<file path="src/hdl/optcfg_pkg.sv">
// Constants, field layout and state codes for the option byte decoder
// ---------------------------------------------------------------------
// ---------------------------------------------------------------------
`default_nettype none
package optcfg_pkg;
    // Defaults of the non-volatile bytes
    localparam logic [7:0] OPT0_DEFAULT = 8'hfc;
    localparam logic [7:0] OPT1_DEFAULT = 8'h3f;
    localparam logic [7:0] BLANK_BYTE = 8'hff;
    // Option byte 1 layout
    localparam int STARTUP_CLK_MSB = 7;
    localparam int STARTUP_CLK_LSB = 6;
    localparam int BOR_MSB = 3;
    localparam int BOR_LSB = 2;
    localparam int WDG_TYPE_BIT = 1;
    localparam int HALT_RST_BIT = 0;
    // Option byte 0 layout
    localparam int WAKE_CLK_BIT = 7;
    localparam int RANGE_MSB = 6;
    localparam int RANGE_LSB = 4;
    localparam int SECTOR_MSB = 3;
    localparam int SECTOR_LSB = 2;
    localparam int RDP_BIT = 1;
    localparam int WRP_BIT = 0;
    // Encodings
    localparam logic [1:0] STARTUP_INT_RC = 2'h0;
    localparam logic [1:0] BOR_OFF = 2'h3;
    localparam logic [12:0] SECTOR_BASE_BYTES = 13'h200;
    localparam int STARTUP_DELAY_CYCLES = 256;
    // Controller states
    typedef enum logic [2:0] {
        CTL_LOAD = 3'h1,
        CTL_RUN = 3'h2,
        CTL_WIPE = 3'h4
    } ctl_state_e;
endpackage
`default_nettype wire

</file>
<file path="src/hdl/opt_port_if.sv">
// Interface between the option byte controller and its byte store
`timescale 1ns/100ps
`default_nettype none
interface opt_port_if;
    logic we;
    logic sel;
    logic erase;
    logic [7:0] wdata;
    logic [7:0] byte0;
    logic [7:0] byte1;
    modport ctrl (output we, output sel, output erase, output wdata,
                  input byte0, input byte1);
    modport store (input we, input sel, input erase, input wdata,
                   output byte0, output byte1);
endinterface
`default_nettype wire

</file>
<file path="src/hdl/opt_store.sv">
// Two-byte option store with registered read data
`timescale 1ns/100ps
`default_nettype none
module opt_store
    import optcfg_pkg::*;
(
    input wire logic clk,
    input wire logic rstn,
    opt_port_if.store port
);
    typedef struct packed {
        logic [7:0] b0;
        logic [7:0] b1;
    } store_s;

    store_s s_ff;
    store_s nxt_s;

    // ------------------------------------------------------------
    // Byte update
    // ------------------------------------------------------------
    // Erase restores the delivered defaults; write hits one byte
    always_comb begin
        nxt_s = s_ff;
        if (port.erase) begin
            nxt_s.b0 = OPT0_DEFAULT;
            nxt_s.b1 = OPT1_DEFAULT;
        end else if (port.we) begin
            if (port.sel) begin
                nxt_s.b1 = port.wdata;
            end else begin
                nxt_s.b0 = port.wdata;
            end
        end
    end

    // Reset stands in for the power-on load of the cells
    always_ff @(posedge clk) begin
        if (!rstn) begin
            s_ff.b0 <= OPT0_DEFAULT;
            s_ff.b1 <= OPT1_DEFAULT;
        end else begin
            s_ff <= nxt_s;
        end
    end

    assign port.byte0 = s_ff.b0;
    assign port.byte1 = s_ff.b1;

    a_erase_defaults: assert property (@(posedge clk) disable iff (!rstn)
        port.erase |=> (s_ff.b0 == OPT0_DEFAULT && s_ff.b1 == OPT1_DEFAULT))
        else $error("erase did not restore defaults");
endmodule // opt_store
`default_nettype wire

</file>
<file path="src/hdl/option_byte_config_decoder.sv">
// Option byte controller: programming access, protection and decode
`timescale 1ns/100ps
`default_nettype none
module option_byte_config_decoder
    import optcfg_pkg::*;
(
    input wire logic clk,
    input wire logic rstn,
    input wire logic prog_mode,
    input wire logic prog_req,
    input wire logic prog_write,
    input wire logic prog_erase,
    input wire logic prog_sel,
    input wire logic [7:0] prog_wdata,
    input wire logic mem_erase_done,
    output logic [7:0] prog_rdata,
    output logic prog_ack,
    output logic prog_refused,
    output logic mem_erase_all,
    output logic [7:0] mem_fill_data,
    output logic flash_write_allow,
    output logic readout_block,
    output logic [1:0] startup_clock_select,
    output logic startup_delay_256,
    output logic [2:0] oscillator_range,
    output logic resonator_range_valid,
    output logic wakeup_clock_select,
    output logic [1:0] brownout_threshold_select,
    output logic brownout_enable,
    output logic watchdog_type_select,
    output logic watchdog_hw_enable,
    output logic halt_watchdog_reset,
    output logic [1:0] boot_sector_size,
    output logic [12:0] sector0_bytes,
    output logic readout_protect,
    output logic write_protect
);
    typedef struct packed {
        ctl_state_e state;
        logic mode_s1, mode_s2;
        logic req_s1, req_s2, req_d;
        logic wr_s1, wr_s2;
        logic er_s1, er_s2;
        logic sel_s1, sel_s2;
        logic [7:0] dat_s1, dat_s2;
        logic [7:0] rdata;
        logic ack, refused, wipe, wipe_sel;
        logic [1:0] clk_sel;
        logic dly256;
        logic [2:0] range;
        logic range_ok, wake_clk;
        logic [1:0] bor;
        logic bor_en, wdg_type, wdg_hw, halt_rst;
        logic [1:0] sector;
        logic [12:0] sector_bytes;
        logic rdp, wrp, fwa;
    } ctl_s;

    ctl_s s_ff;
    ctl_s nxt_s;
    opt_port_if port ();
    logic take;

    opt_store u_store (
        .clk(clk),
        .rstn(rstn),
        .port(port.store)
    );

    // ------------------------------------------------------------
    // Request path and decode
    // ------------------------------------------------------------
    // Tool pins pass two flops; a request is the rise of prog_req
    assign take = s_ff.req_s2 & ~s_ff.req_d;

    always_comb begin
        nxt_s = s_ff;
        port.we = 1'b0;
        port.erase = 1'b0;
        port.sel = s_ff.sel_s2;
        port.wdata = s_ff.dat_s2;
        nxt_s.mode_s1 = prog_mode;
        nxt_s.mode_s2 = s_ff.mode_s1;
        nxt_s.req_s1 = prog_req;
        nxt_s.req_s2 = s_ff.req_s1;
        nxt_s.req_d = s_ff.req_s2;
        nxt_s.wr_s1 = prog_write;
        nxt_s.wr_s2 = s_ff.wr_s1;
        nxt_s.er_s1 = prog_erase;
        nxt_s.er_s2 = s_ff.er_s1;
        nxt_s.sel_s1 = prog_sel;
        nxt_s.sel_s2 = s_ff.sel_s1;
        nxt_s.dat_s1 = prog_wdata;
        nxt_s.dat_s2 = s_ff.dat_s1;
        nxt_s.ack = 1'b0;
        nxt_s.refused = 1'b0;
        unique case (s_ff.state)
            // Decode once after reset; never again until the next one
            CTL_LOAD: begin
                nxt_s.clk_sel =
                    port.byte1[STARTUP_CLK_MSB:STARTUP_CLK_LSB];
                nxt_s.dly256 = (port.byte1[STARTUP_CLK_MSB:STARTUP_CLK_LSB]
                                == STARTUP_INT_RC);
                nxt_s.range_ok = port.byte1[STARTUP_CLK_MSB];
                nxt_s.range = port.byte0[RANGE_MSB:RANGE_LSB];
                nxt_s.wake_clk = port.byte0[WAKE_CLK_BIT];
                nxt_s.bor = port.byte1[BOR_MSB:BOR_LSB];
                nxt_s.bor_en = (port.byte1[BOR_MSB:BOR_LSB] != BOR_OFF);
                nxt_s.wdg_type = port.byte1[WDG_TYPE_BIT];
                nxt_s.wdg_hw = ~port.byte1[WDG_TYPE_BIT];
                nxt_s.halt_rst = port.byte1[HALT_RST_BIT];
                nxt_s.sector = port.byte0[SECTOR_MSB:SECTOR_LSB];
                nxt_s.sector_bytes = SECTOR_BASE_BYTES
                                     << port.byte0[SECTOR_MSB:SECTOR_LSB];
                nxt_s.rdp = port.byte0[RDP_BIT];
                nxt_s.wrp = port.byte0[WRP_BIT];
                // Registered so the flash unit sees a clean level
                nxt_s.fwa = ~port.byte0[RDP_BIT]
                            & ~port.byte0[WRP_BIT];
                nxt_s.state = CTL_RUN;
            end
            CTL_RUN: begin
                if (take) begin
                    if (!s_ff.mode_s2) begin
                        nxt_s.refused = 1'b1;
                    end else if (!s_ff.wr_s2 && !s_ff.er_s2) begin
                        nxt_s.rdata = s_ff.sel_s2 ? port.byte1 : port.byte0;
                        nxt_s.ack = 1'b1;
                    end else if (port.byte0[WRP_BIT]) begin
                        // Live bit: a protect set this session holds at once
                        nxt_s.refused = 1'b1;
                    end else if (s_ff.er_s2 && port.byte0[RDP_BIT]) begin
                        nxt_s.wipe = 1'b1;
                        nxt_s.state = CTL_WIPE;
                    end else begin
                        port.erase = s_ff.er_s2;
                        port.we = ~s_ff.er_s2;
                        nxt_s.ack = 1'b1;
                    end
                end
            end
            // Whole memory goes blank before the option bytes may clear
            CTL_WIPE: begin
                if (mem_erase_done) begin
                    nxt_s.wipe = 1'b0;
                    port.erase = 1'b1;
                    nxt_s.ack = 1'b1;
                    nxt_s.state = CTL_RUN;
                end
            end
        endcase
    end

    // Reset loads the decode of the default bytes
    always_ff @(posedge clk) begin
        if (!rstn) begin
            s_ff <= '0;
            s_ff.state <= CTL_LOAD;
            s_ff.clk_sel <=
                OPT1_DEFAULT[STARTUP_CLK_MSB:STARTUP_CLK_LSB];
            s_ff.dly256 <= 1'b1;
            s_ff.range <= OPT0_DEFAULT[RANGE_MSB:RANGE_LSB];
            s_ff.wake_clk <= OPT0_DEFAULT[WAKE_CLK_BIT];
            s_ff.bor <= OPT1_DEFAULT[BOR_MSB:BOR_LSB];
            s_ff.wdg_type <= OPT1_DEFAULT[WDG_TYPE_BIT];
            s_ff.halt_rst <= OPT1_DEFAULT[HALT_RST_BIT];
            s_ff.sector <= OPT0_DEFAULT[SECTOR_MSB:SECTOR_LSB];
            s_ff.sector_bytes <= SECTOR_BASE_BYTES
                                 << OPT0_DEFAULT[SECTOR_MSB:SECTOR_LSB];
            s_ff.fwa <= ~OPT0_DEFAULT[RDP_BIT] & ~OPT0_DEFAULT[WRP_BIT];
        end else begin
            s_ff <= nxt_s;
        end
    end

    // ------------------------------------------------------------
    // Outputs straight from the state register, except mem_fill_data, which is the constant BLANK_BYTE
    // ------------------------------------------------------------
    assign prog_rdata = s_ff.rdata;
    assign prog_ack = s_ff.ack;
    assign prog_refused = s_ff.refused;
    assign mem_erase_all = s_ff.wipe;
    assign mem_fill_data = BLANK_BYTE;
    assign flash_write_allow = s_ff.fwa;
    assign readout_block = s_ff.rdp;
    assign startup_clock_select = s_ff.clk_sel;
    assign startup_delay_256 = s_ff.dly256;
    assign oscillator_range = s_ff.range;
    assign resonator_range_valid = s_ff.range_ok;
    assign wakeup_clock_select = s_ff.wake_clk;
    assign brownout_threshold_select = s_ff.bor;
    assign brownout_enable = s_ff.bor_en;
    assign watchdog_type_select = s_ff.wdg_type;
    assign watchdog_hw_enable = s_ff.wdg_hw;
    assign halt_watchdog_reset = s_ff.halt_rst;
    assign boot_sector_size = s_ff.sector;
    assign sector0_bytes = s_ff.sector_bytes;
    assign readout_protect = s_ff.rdp;
    assign write_protect = s_ff.wrp;

    // ------------------------------------------------------------
    // Checks
    // ------------------------------------------------------------
    a_refuse_outside_mode: assert property (@(posedge clk) disable iff (!rstn)
        (s_ff.state == CTL_RUN && take && !s_ff.mode_s2)
        |=> (prog_refused && !prog_ack)) else $error("access outside mode");
    a_wp_refuses_all: assert property (@(posedge clk) disable iff (!rstn)
        (s_ff.state == CTL_RUN && take && s_ff.mode_s2 && port.byte0[WRP_BIT]
         && (s_ff.wr_s2 || s_ff.er_s2))
        |-> (!port.we && !port.erase) ##1 prog_refused)
        else $error("write protect ignored");
    a_wipe_first: assert property (@(posedge clk) disable iff (!rstn)
        (s_ff.state == CTL_WIPE && !mem_erase_done) |-> !port.erase ##1
        mem_erase_all) else $error("bytes erased before memory");
    a_cfg_latch: assert property (@(posedge clk) disable iff (!rstn)
        (s_ff.state == CTL_LOAD) |=> (startup_clock_select ==
        $past(port.byte1[STARTUP_CLK_MSB:STARTUP_CLK_LSB]) &&
        halt_watchdog_reset ==
        $past(port.byte1[HALT_RST_BIT]))) else $error("latch wrong");
    a_cfg_stable: assert property (@(posedge clk) disable iff (!rstn)
        (s_ff.state != CTL_LOAD && $past(s_ff.state) != CTL_LOAD
         && $past(rstn))
        |-> ($stable(oscillator_range) && $stable(write_protect)))
        else $error("config moved");
    a_sector_size: assert property (@(posedge clk) disable iff (!rstn)
        sector0_bytes == (SECTOR_BASE_BYTES << boot_sector_size))
        else $error("sector size");
    a_bor_enable: assert property (@(posedge clk) disable iff (!rstn)
        brownout_enable == (brownout_threshold_select != BOR_OFF))
        else $error("brownout enable");
    a_wdg_mode: assert property (@(posedge clk) disable iff (!rstn)
        (watchdog_hw_enable != watchdog_type_select) &&
        (resonator_range_valid == startup_clock_select[1]))
        else $error("watchdog or range gate");
    a_rc_delay: assert property (@(posedge clk) disable iff (!rstn)
        startup_delay_256 == (startup_clock_select == STARTUP_INT_RC))
        else $error("startup delay");
endmodule // option_byte_config_decoder
`default_nettype wire

</file>
<file path="config.mk">
export PLATFORM = sky130hd
export DESIGN_NAME = option_byte_config_decoder
export DESIGN_NICKNAME = d
export VERILOG_FILES = /design/src/hdl/optcfg_pkg.sv /design/src/hdl/opt_port_if.sv /design/src/hdl/opt_store.sv /design/src/hdl/option_byte_config_decoder.sv
export SDC_FILE = /design/constraint.sdc
export NUM_CORES = 1
export LEC_CHECK = 0
export BUFFER_PORTS_ARGS = -buffer_cell sky130_fd_sc_hd__buf_2
export CORE_ASPECT_RATIO = 1.5
export CORE_MARGIN = 1
export CORE_UTILIZATION = 55
export DETAILED_ROUTE_END_ITERATION = 7
export MAX_ROUTING_LAYER = met4
export PLACE_DENSITY = 0.81
export RECOVER_POWER = 50
export SLEW_MARGIN = 20
export SYNTH_ARGS = -nofsm -noshare
export SYNTH_HDL_FRONTEND = slang
export SYNTH_SLANG_ARGS = --single-unit
</file>
<file path="constraint.sdc">
create_clock -name clk -period 3.2 [get_ports clk]
set_input_delay 0 -clock clk [delete_from_list [all_inputs] [get_ports clk]]
set_output_delay 0 -clock clk [all_outputs]
set_load 0.1 [all_outputs]
</file>
==> metrics.sh, run 1 <==
RUN_STATUS='complete, no violations'
WORSTHOLDPATHTYPE='in2reg'
CORE_AREA_UM2=5250
GROUTE.LAYER.MET3.USAGE_PCT=4.76
LAYOUT_COMMON_CELLS='79 x dfxtp_1, 46 x nand2_1, 33 x clkbuf_1'
YOSYSUNIQUECELLTYPES=38
LAYOUT_WORST_PATH_CYCLE_SHARE_PCT=59.2
STD_CELL_ROWS=32
DIE_W_UM=62.9
GROUTE.LAYER.MET2.USAGE_PCT=31.8
FINISH.NET_COUNT=361
GRT_PASS1_WL_UM=8220
DETAILEDPLACE.WORSTSLACK_NS=1.40
PLACE_CONGESTION=0.791
GRT_USAGE_PCT=19.2
NUM_VIAS=2051
NUMBER_OF_GLOBAL_ROUTE_VIAS_BEFORE_REPAIR=1823
PEAK_IR_DROP_ON_THE_VDD_NETWORK_mV=0.342
TNS_SETUP_NS=0
TIMING.REG2REG.WORST_PATH_DEPTH=4
COUNT_OF_TRITONROUTE_ITERATIONS_IN_THE_FIRST_ROUTING_PASS=4
SYN2LAYOUT_AREA_GROWTH_PCT=8.27
SETUP.WORST_PATH.END_CLASS='flip-flop'
CTS_RESIZED=0
FILLCELLCOUNT=465
DPL-INSTANCE-AREA_UM2=3070
STDCELL_AREA_UM2=3310
FP.DIEAREA_UM2=5870
FINAL_SETUP_VIO_COUNT=0
AVGROUTEDWIREPERCELL_UM=11.8
SYNTHESIZED_INSTANCE_COUNT=311
MAX_FREQ_GHz=0.528
MOST_HEAVILY_USED_METAL_LAYER_IN_GLOBAL_ROUTING='met2'
LAYOUT.CELLS.MOST_COMMON='dfxtp_1'
DIODES=0
PIN_COUNT=68
AVGVIACOUNTPERCELL=4.93
TRITONCTS_CLOCK_TREE='built'
STARTING_DENSITY_OF_THE_CORE_PCT=58.3
CLOCKROOTBUFFER='clkbuf_8'
CTS_SINKS=79
SYN-CELL-AREA_UM2=3060
CP_MAX_FO=44
CLK_LATENCY_NS=0.34
CLK_PATH_BUF_DEPTH=2
LAYOUT_MIN_CYCLE_TIME_NS=1.90
DRT_ITER0_DRC=128
START_KIND='primary input'
GRT_ANTENNA_BEFORE_REPAIR=0
IO_BUFFER_COUNT=50
HOLD_PATH_DEPTH=4
SYNTH_FLOP_CELL='dfxtp_1'
GRT_OVERFLOW=0
POST-LAYOUT-TOTAL-POWER_mW=1.84
CRIT_REQUIRED_NS=3.44
FINAL_MAX_SLEW_VIOL_COUNT=0
DETAILEDPLACEMENTHPWL_UM=3310
YS.WARNINGS.COUNT=0
CRITPATHARRIVALTIME_NS=2.14
FINALCLOCKSKEW_NS=0.00764
INSTANCES_NO_FILL=416
MAX-CAP-VIOLATIONS=0
SLEW-LIMIT-HEADROOM_PCT=3.16
RSZ0062_AT_GRT='false'
FINAL_LAYOUT_SIZE_SUFFIX_GT1_SHARE_PCT=11.5
CLKSLEWWORSTSETUPHOLDPATHS_NS=0.07
FINAL_ANTENNA_NET_COUNT=0
H-TREE-DEPTH=3
REGISTER_BIT_TOTAL_FROM_SYNTHESIS=79
POWER.LEAKAGE_nW=1.43
DIE_HEIGHT_UM=93.3
DETAIL_ROUTE.WIRELENGTH_UM=4920
GRT.MET1_USAGE_PCT=19.8
CRITPATHKIND='in2reg'
MINIMUM_SETUP_SLACK_AMONG_REG_TO_REG_PATHS_NS=1.36
CTS-BUFFERS-INSERTED=9
POWER_DENSITY_nW_PER_UM2=556
FINAL_CRITICAL_PATH_SETUP_SLACK_NS=1.30
YS_ASYNC_SR_FRACTION_PCT=0
SYNTH-EDFF-COUNT=0
GRT_START_MAX_NET_PINS=45
MAX_SLEW.WORST_PIN.SLEW_NS=1.45
ROUTE.DETAILED.DRC=0
FINALHOLDVIOLATIONS=0
DP_CELLS=389
SYNTH.YOSYS.SEQ_AREA_SHARE_PCT=51.7
SYNTHESIS.AREA_PER_INSTANCE_UM2=9.83
-- Yosys cell counts, drive strengths merged (4+ instances only) --
cell type	instances	area share (%)
nor2	15	2.0
buf	46	11
mux2i	22	7.2
clkbuf	9	1.1
dfxtp	79	52
a21oi	11	1.8
and2	27	5.5
nand2	46	5.6
nor2b	4	0.82
a211oi	8	2.3
nand3	11	1.8
-- per-layer routing --
layer,vias up,part of all wire (%)
li1,1039,-
met1,946,41
met2,57,52
met3,9,3.7
met4,0,2.7
met5,-,0
-- final cells by class --
class / count / area, um^2 / area share, %
inverter: 2 / 7.51 / 0.227
clock inverter: 2 / 10.0 / 0.302
clock buffer: 12 / 135 / 4.08
sequential: 79 / 1580 / 47.8
timing repair buffer: 63 / 343 / 10.4
multi-input combinational: 190 / 1150 / 34.7
tap: 68 / 85.1 / 2.57
-- cell families (layout without fill, tap and decap cells) --
kind of cell / Yosys count / after routing / synth area share (%)
other: 2 / 17 / 0.246
DFF: 79 / 79 / 51.7
buffers and inverters: 57 / 79 / 12.8
muxes: 22 / 22 / 7.20
and+or+nand+nor: 125 / 125 / 22.3
AOI/OAI and AO/OA: 26 / 26 / 5.77
-- state kept, by name, summed over array words and instances, names as in the netlist, 2 cells and up --
| name | flops |
|---|---|
| boot_sector_size | 2 |
| brownout_threshold_select | 2 |
| prog_rdata | 8 |
| oscillator_range | 3 |
| port.wdata | 8 |
| s_ff | 7 |
| u_store.port.byte0 | 8 |
| sector0_bytes | 4 |
| u_store.port.byte1 | 8 |
| nxt_s | 14 |
| startup_clock_select | 2 |
-- critical path: stages --
cell and delay, ns:
clkbuf_1 1.03, inv_1 0.74, a311oi_1 0.37
-- report_power, final --
part           total, mW  internal [mW]  switching, mW
clock              0.573          0.271          0.302
combinational      0.241         0.0437          0.198
sequential          1.02           1.01         0.0149
total               1.84           1.32          0.515
-- final timing paths --
check,from,to
min reg2reg,nxt_s[45],port.wdata[1]
min,mem_erase_done,s_ff[72]
max reg2reg,s_ff[72],prog_rdata[3]
max,rstn,brownout_enable
-- metrics by stage --
step / hold WS, ns / utilization [%]
6_report: 0.0386 / 63.1
5_1_grt: 0.0235 / 63.1
4_1_cts: 0.0180 / 63.7
3_5_place_dp: 0.209 / 58.4
3_3_place_gp: 0.206 / 58.4
2_1_floorplan: 0.127 / -
-- repair_timing --
item / CTS / global route
hold buffers: 13 / 0
endpoints found under the setup margin: 0 / 0
endpoints found under the hold margin: 13 / 0
buffers inserted: 0 / 0
(Power assumes the default switching activity.)
==> run 2: changes to the inputs <==
Settings changed: CORE_UTILIZATION 55 to 48, PLACE_DENSITY 0.81 to 0.75.
Clock period 3.2 ns to 1.6 ns, I/O delays scaled along.
==> metrics.sh, run 2 (synthesis results as in run 1) <==
FINAL_SETUP_VIO_COUNT=0  # unchanged
PIN_COUNT=68  # unchanged
CRITPATHKIND='reg2reg'
AVGROUTEDWIREPERCELL_UM=11.7  # -1.1%
SW_FRAC_OF_TOTAL_PCT=25.8  # -2.1 points
TIMING.CRITICAL_PATH.DEPTH=4  # +1
ROUTE.DETAILED.DRC=0  # unchanged
CTS_SINKS=79  # unchanged
STD_CELL_ROWS=35  # +9.4%
START_KIND='flip-flop'
CP_NUM_BUF_INV=0  # -2
WORSTSETUPENDPOINT='u_store.port.byte1[4]'
NUM_VIAS=2061  # +0.49%
H-TREE-DEPTH=3  # unchanged
DP_CELLS=403  # +3.6%
DETAIL_ROUTE.WIRELENGTH_UM=5070  # +3.0%
AVGVIACOUNTPERCELL=4.76  # -3.5%
CORE_AREA_UM2=6130  # +17%
SLEW-LIMIT-HEADROOM_PCT=54.6  # +51 points
LARGEST_REGISTER_FF_COUNT=14  # unchanged
FP.DIEAREA_UM2=6700  # +14%
SETUP.WORST_PATH.END_CLASS='flip-flop'
P_SWITCHING_mW=1.07  # +110%
STARTING_DENSITY_OF_THE_CORE_PCT=49.9  # -8.4 points
LAYOUT_WORST_PATH_CYCLE_SHARE_PCT=93.5
FINALHOLDVIOLATIONS=0  # unchanged
PEAK_IR_DROP_ON_THE_VDD_NETWORK_mV=0.565  # +65%
MAX_SLEW.WORST_PIN.SLEW_NS=0.680  # -0.772 ns
LAYOUT_MIN_CYCLE_TIME_NS=1.50
MAX-CAP-VIOLATIONS=0  # unchanged
RUN_STATUS='complete, no violations'
GRT_PASS1_WL_UM=8310  # +1.1%
NUMBER_OF_GLOBAL_ROUTE_VIAS_BEFORE_REPAIR=1878  # +3.0%
INSTANCES_NO_FILL=433  # +4.1%
CRIT_PATH_FROM='s_ff[66]'
FINAL_ANTENNA_NET_COUNT=0  # unchanged
POWER_DENSITY_nW_PER_UM2=1180  # +110%
FINISH.NET_COUNT=370  # +2.5%
TRITONCTS_CLOCK_TREE='built'
GRT_START_MAX_NET_PINS=32  # -29%
CRITPATHARRIVALTIME_NS=1.72  # -0.42 ns
TNS_SETUP_NS=0  # unchanged
DIE_W_UM=67.2  # +6.8%
DETAILEDPLACEMENTHPWL_UM=3520  # +6.5%
TIMING.REG2REG.WORST_PATH_DEPTH=4  # unchanged
P_INT_mW=3.08  # +130%
CRIT_PATH_MAX_INCR_DELAY_NS=0.38  # -0.65 ns
FINAL_MAX_SLEW_VIOL_COUNT=0  # unchanged
TIMING.CRITICAL_PATH.CELLS='and4bb_1 -> nand4_2 -> mux2i_1 -> nand2_1'
SLOWEST_STAGE='and4bb_1'
FILLCELLCOUNT=566  # +22%
PLACE_CONGESTION=0.791  # about the same
CTS-BUFFERS-INSERTED=9  # unchanged
GRT_ANTENNA_BEFORE_REPAIR=0  # unchanged
DIODES=0  # unchanged
CLKSLEWWORSTSETUPHOLDPATHS_NS=0.07  # about the same
CRIT-REG2REG-LAUNCH='s_ff[66]'
DIE_HEIGHT_UM=99.7  # +6.9%
CLK_LATENCY_NS=0.34  # about the same
SEQ_POWER_SHARE_PCT=49.3  # -6.4 points
WORSTHOLDPATHTYPE='in2reg'
DRT_ITER0_DRC=113  # -12%
TIMING.RR.END='u_store.port.byte1[4]'
CP_MAX_FO=9  # -80%
GRT_USAGE_PCT=17.2  # -2.0 points
FINAL_LAYOUT_SIZE_SUFFIX_GT1_SHARE_PCT=23.7  # +12 points
CRIT_REQUIRED_NS=1.82  # -1.62 ns
COMBINATIONALPOWERSHARE_PCT=11.9  # -1.2 points
DETAILEDPLACE.WORSTSLACK_NS=0.0601  # -1.34 ns
POWER.LEAKAGE_nW=1.61  # +13%
CLOCKPOWERSHARE_PCT=38.8  # +7.6 points
MINIMUM_SETUP_SLACK_AMONG_REG_TO_REG_PATHS_NS=0.10  # -1.26 ns
LAYOUT_COMMON_CELLS='77 x dfxtp_1, 46 x nand2_1, 30 x clkbuf_2'
IO_BUFFER_COUNT=50  # unchanged
FINAL_CRITICAL_PATH_SETUP_SLACK_NS=0.104  # -1.20 ns
COUNT_OF_TRITONROUTE_ITERATIONS_IN_THE_FIRST_ROUTING_PASS=4  # unchanged
FINALCLOCKSKEW_NS=0.0106  # +0.00293 ns
CLK_PATH_BUF_DEPTH=2  # unchanged
PATH_DELAY_FAMILY='simple AND/OR/NAND/NOR gates'
SYN2LAYOUT_AREA_GROWTH_PCT=15.0
CLOCKROOTBUFFER='clkbuf_8'
MAX_FREQ_GHz=0.669
LAYOUT.CELLS.MOST_COMMON='dfxtp_1'
GRT_OVERFLOW=0  # unchanged
run 2: cell count changes in the layout (fill, tap and decap cells not counted), moves of 2 or more:
cell       previous run  this run
and2_0                8         6
dfxtp_1              79        77
clkbuf_2              0        30
buf_4                 0         6
bufinv_16             0         2
clkbuf_8              9        11
dfxtp_2               0         2
and2_1               19        21
clkbuf_1             33         2
run 2: final cells by class:
class / count / area, um^2 / area share [%]
sequential: 79 / 1580 / 45.1
multi-input combinational: 190 / 1150 / 32.6
timing repair buffer: 72 / 460 / 13.1
clock buffer: 13 / 159 / 4.52
tap: 74 / 92.6 / 2.63
clock inverter: 3 / 65.1 / 1.85
inverter: 2 / 7.51 / 0.214
run 2: power groups by stage:
stage / sequential [mW] / clock, mW / combinational (mW)
6_report: 2.05 / 1.61 / 0.495
5_1_grt: 2.05 / 1.75 / 0.521
4_1_cts: 2.05 / 1.66 / 0.498
3_5_place_dp: 2.09 / 0 / 0.471
3_3_place_gp: 2.09 / 0 / 0.469
2_1_floorplan: 2.14 / 0 / 0.415
run 2: repair_timing:
action | in CTS | in global routing
resized for setup | 0 | 4
buffers inserted | 0 | 0
setup endpoints to repair | 0 | 10
hold endpoints to repair | 24 | 0
hold buffers | 14 | 0
run 2: worst min-delay path by stage:
stage | slack (ns) | start | cells after the start | endpoint
after detailed placement | 0.21 | prog_wdata[6] | 2 | nxt_s[50]
after global routing | 0.04 | mem_erase_done | 4 | s_ff[73]
after CTS | 0.02 | mem_erase_done | 4 | s_ff[73]
final | 0.03 | mem_erase_done | 4 | s_ff[73]
after global placement | 0.21 | prog_req | 2 | nxt_s[67]
after floorplan | 0.13 | prog_wdata[0] | 1 | nxt_s[44]
run 2: through the flow:
stage	hold slack, ns	power, mW	utilization (%)	instance area (um^2)
floorplan	0.127	2.55	-	3110
global placement	0.209	2.56	51.3	3150
finish	0.0336	4.15	57.3	3520
global route	0.0361	4.33	57.3	3520
detailed placement	0.208	2.56	51.3	3150
CTS	0.0226	4.20	57.2	3510
run 2: per-layer routing:
metal / up-vias / routed length [um] / track usage, %
met3: 15 / 210 / 4.93
met1: 925 / 2050 / 17.6
met2: 62 / 2650 / 28.4
met5: - / 0 / -
met4: 0 / 159 / 9.98
li1: 1059 / - / -
run 2: worst reg2reg max path, delay by kind of cell (launching register included):
| kind | cells | cell delay (ns) |
|---|---|---|
| AND/OR/NAND/NOR | 3 | 0.80 |
| multiplexers | 1 | 0.25 |
| flip-flops | 1 | 0.33 |
==> run 3: changes to the inputs <==
Settings changed: CORE_UTILIZATION 48 to 55, PLACE_DENSITY 0.75 to 0.81, SETUP_SLACK_MARGIN set to 0.15.
Clock period 1.6 ns to 1.8 ns, I/O delays scaled along.
==> metrics.sh, run 3 (synthesis results as in run 1) <==
RUN_STATUS='complete, no violations'
CLK_PATH_BUF_DEPTH=2  # unchanged
GRT_OVERFLOW=0  # unchanged
LAYOUT.AREA.SEQ_UM2=1580  # about the same
DIE_HEIGHT_UM=93.3  # -6.4%
ROUTE.DETAILED.DRC=0  # unchanged
DIE_W_UM=62.9  # -6.4%
CTS_SINKS=79  # unchanged
RSZ0062_AT_GRT='false'
COUNT_OF_TRITONROUTE_ITERATIONS_IN_THE_FIRST_ROUTING_PASS=4  # unchanged
CLK_LATENCY_NS=0.34  # about the same
STARTING_DENSITY_OF_THE_CORE_PCT=58.3  # +8.4 points
GRT_USAGE_PCT=20.0  # +2.8 points
COMBINATIONALPOWERSHARE_PCT=11.9  # about the same
DIODES=0  # unchanged
P_SWITCHING_uW=949  # -12%
GRT_START_MAX_NET_PINS=31  # -3.1%
STD_CELL_ROWS=32  # -8.6%
LAYOUT_COMMON_CELLS='78 x dfxtp_1, 46 x nand2_1, 22 x mux2i_1'
TNS_SETUP_NS=0  # unchanged
IO_BUFFER_COUNT=50  # unchanged
FINAL_SETUP_VIO_COUNT=0  # unchanged
PLACE_CONGESTION=0.772  # -2.3%
CLOCKPOWERSHARE_PCT=39.2  # +0.4 points
CP_MAX_FO=21  # +12
GRT_PASS1_WL_UM=8630  # +3.7%
DRT_ITER0_DRC=105  # -7.1%
FP.DIEAREA_UM2=5870  # -12%
DETAILEDPLACEMENTHPWL_UM=3480  # -1.2%
CTS-BUFFERS-INSERTED=9  # unchanged
SW_FRAC_OF_TOTAL_PCT=25.6  # -0.27 points
LAYOUT_WORST_PATH_CYCLE_SHARE_PCT=88.3
POWER.LEAKAGE_nW=1.57  # -2.7%
FILLCELLCOUNT=441  # -22%
CRITPATHKIND='in2reg'
SLEW-LIMIT-HEADROOM_PCT=22.9  # -32 points
TRITONCTS_CLOCK_TREE='built'
START_KIND='primary input'
CLKSLEWWORSTSETUPHOLDPATHS_NS=0.07  # about the same
POWER_DENSITY_nW_PER_UM2=1070  # -9.8%
SETUP.WORST_PATH.END_CLASS='flip-flop'
LAYOUT.CELLS.MOST_COMMON='dfxtp_1'
AVGROUTEDWIREPERCELL_UM=12.2  # +4.1%
FINISH.NET_COUNT=370  # unchanged
DETAIL_ROUTE.WIRELENGTH_UM=5190  # +2.4%
FINAL_LAYOUT_SIZE_SUFFIX_GT1_SHARE_PCT=19.3  # -4.4 points
LAYOUT_MIN_CYCLE_TIME_NS=1.59
NUMBER_OF_GLOBAL_ROUTE_VIAS_BEFORE_REPAIR=1903  # +1.3%
CORE_AREA_UM2=5250  # -14%
FINALCLOCKSKEW_NS=0.00905  # -0.00151 ns
MAX_SLEW.WORST_PIN.SLEW_NS=1.16  # +0.481 ns
AVGVIACOUNTPERCELL=4.87  # +2.3%
PIN_COUNT=68  # unchanged
LARGEST_REGISTER_FF_COUNT=14  # unchanged
MINIMUM_SETUP_SLACK_AMONG_REG_TO_REG_PATHS_NS=0.29  # +0.19 ns
AREA_OF_THE_MULTI_INPUT_GATES_UM2=1140  # -0.55%
PEAK_IR_DROP_ON_THE_VDD_NETWORK_mV=0.691  # +22%
SYN2LAYOUT_AREA_GROWTH_PCT=14.0
MAX_FREQ_GHz=0.629
H-TREE-DEPTH=3  # unchanged
NUM_VIAS=2075  # +0.68%
FINAL_CRITICAL_PATH_SETUP_SLACK_NS=0.211  # +0.106 ns
SEQ_POWER_SHARE_PCT=49.0  # -0.3 points
GRT_ANTENNA_BEFORE_REPAIR=0  # unchanged
FINAL_MAX_SLEW_VIOL_COUNT=0  # unchanged
CRITPATHARRIVALTIME_NS=1.84  # +0.12 ns
DETAILEDPLACE.WORSTSLACK_NS=0.241  # +0.180 ns
P_INT_mW=2.76  # -10%
WORSTHOLDPATHTYPE='in2reg'
FINALHOLDVIOLATIONS=0  # unchanged
CLOCKROOTBUFFER='clkbuf_8'
MAX-CAP-VIOLATIONS=0  # unchanged
FINAL_ANTENNA_NET_COUNT=0  # unchanged
CRIT_REQUIRED_NS=2.05  # +0.23 ns
[run 3: final cells by class]
class / count / area share [%]
clock buffer: 12 / 4.74
clock inverter: 3 / 1.87
inverter: 2 / 0.216
multi-input combinational: 190 / 32.8
sequential: 79 / 45.4
tap: 68 / 2.44
timing repair buffer: 72 / 12.5
[run 3: through the flow]
step                      util, %  power [mW]  hold WS, ns  area [um^2]  std cells
after floorplan                 -        2.27        0.127         3110        326
after global placement       59.6        2.27        0.205         3130        397
after detailed placement     59.6        2.28        0.208         3130        397
after CTS                    66.7        3.75      0.00319         3500        426
after global routing         66.4        3.86       0.0400         3480        426
final                        66.4        3.71       0.0288         3480        426
[run 3: what timing repair did]
item                       4_1_cts  5_1_grt
gates resized for setup          0        2
hold buffers                    14        0
setup buffers                    0        0
setup endpoints to repair        0       15
hold endpoints to repair        25        0
[run 3: final timing paths]
| path | from | to | cells after the start |
|---|---|---|---|
| worst max register to register | s_ff[73] | u_store.port.byte1[1] | 4 |
| worst max-delay path | rstn | brownout_enable | 4 |
| worst min register to register | nxt_s[50] | port.wdata[6] | 1 |
| worst min-delay path | mem_erase_done | s_ff[73] | 4 |
[run 3: routing by layer]
| layer | part of all wire, % | global-route usage (%) |
|---|---|---|
| met1 | 41 | 19.8 |
| met2 | 53 | 34.7 |
| met3 | 3.2 | 5.12 |
| met4 | 2.9 | 12.6 |
| met5 | 0 | - |
[run 3: critical path, stage by stage]
cell           delay, ns
dlygate4sd3_1       0.52
clkbuf_1            0.49
inv_1               0.51
a311oi_1            0.31
[run 3: power by group through the flow]
stage	combinational [mW]	sequential [mW]	clock [mW]
floorplan	0.369	1.90	0
global placement	0.417	1.86	0
detailed placement	0.421	1.86	0
CTS	0.445	1.82	1.49
global route	0.462	1.82	1.57
finish	0.440	1.82	1.45
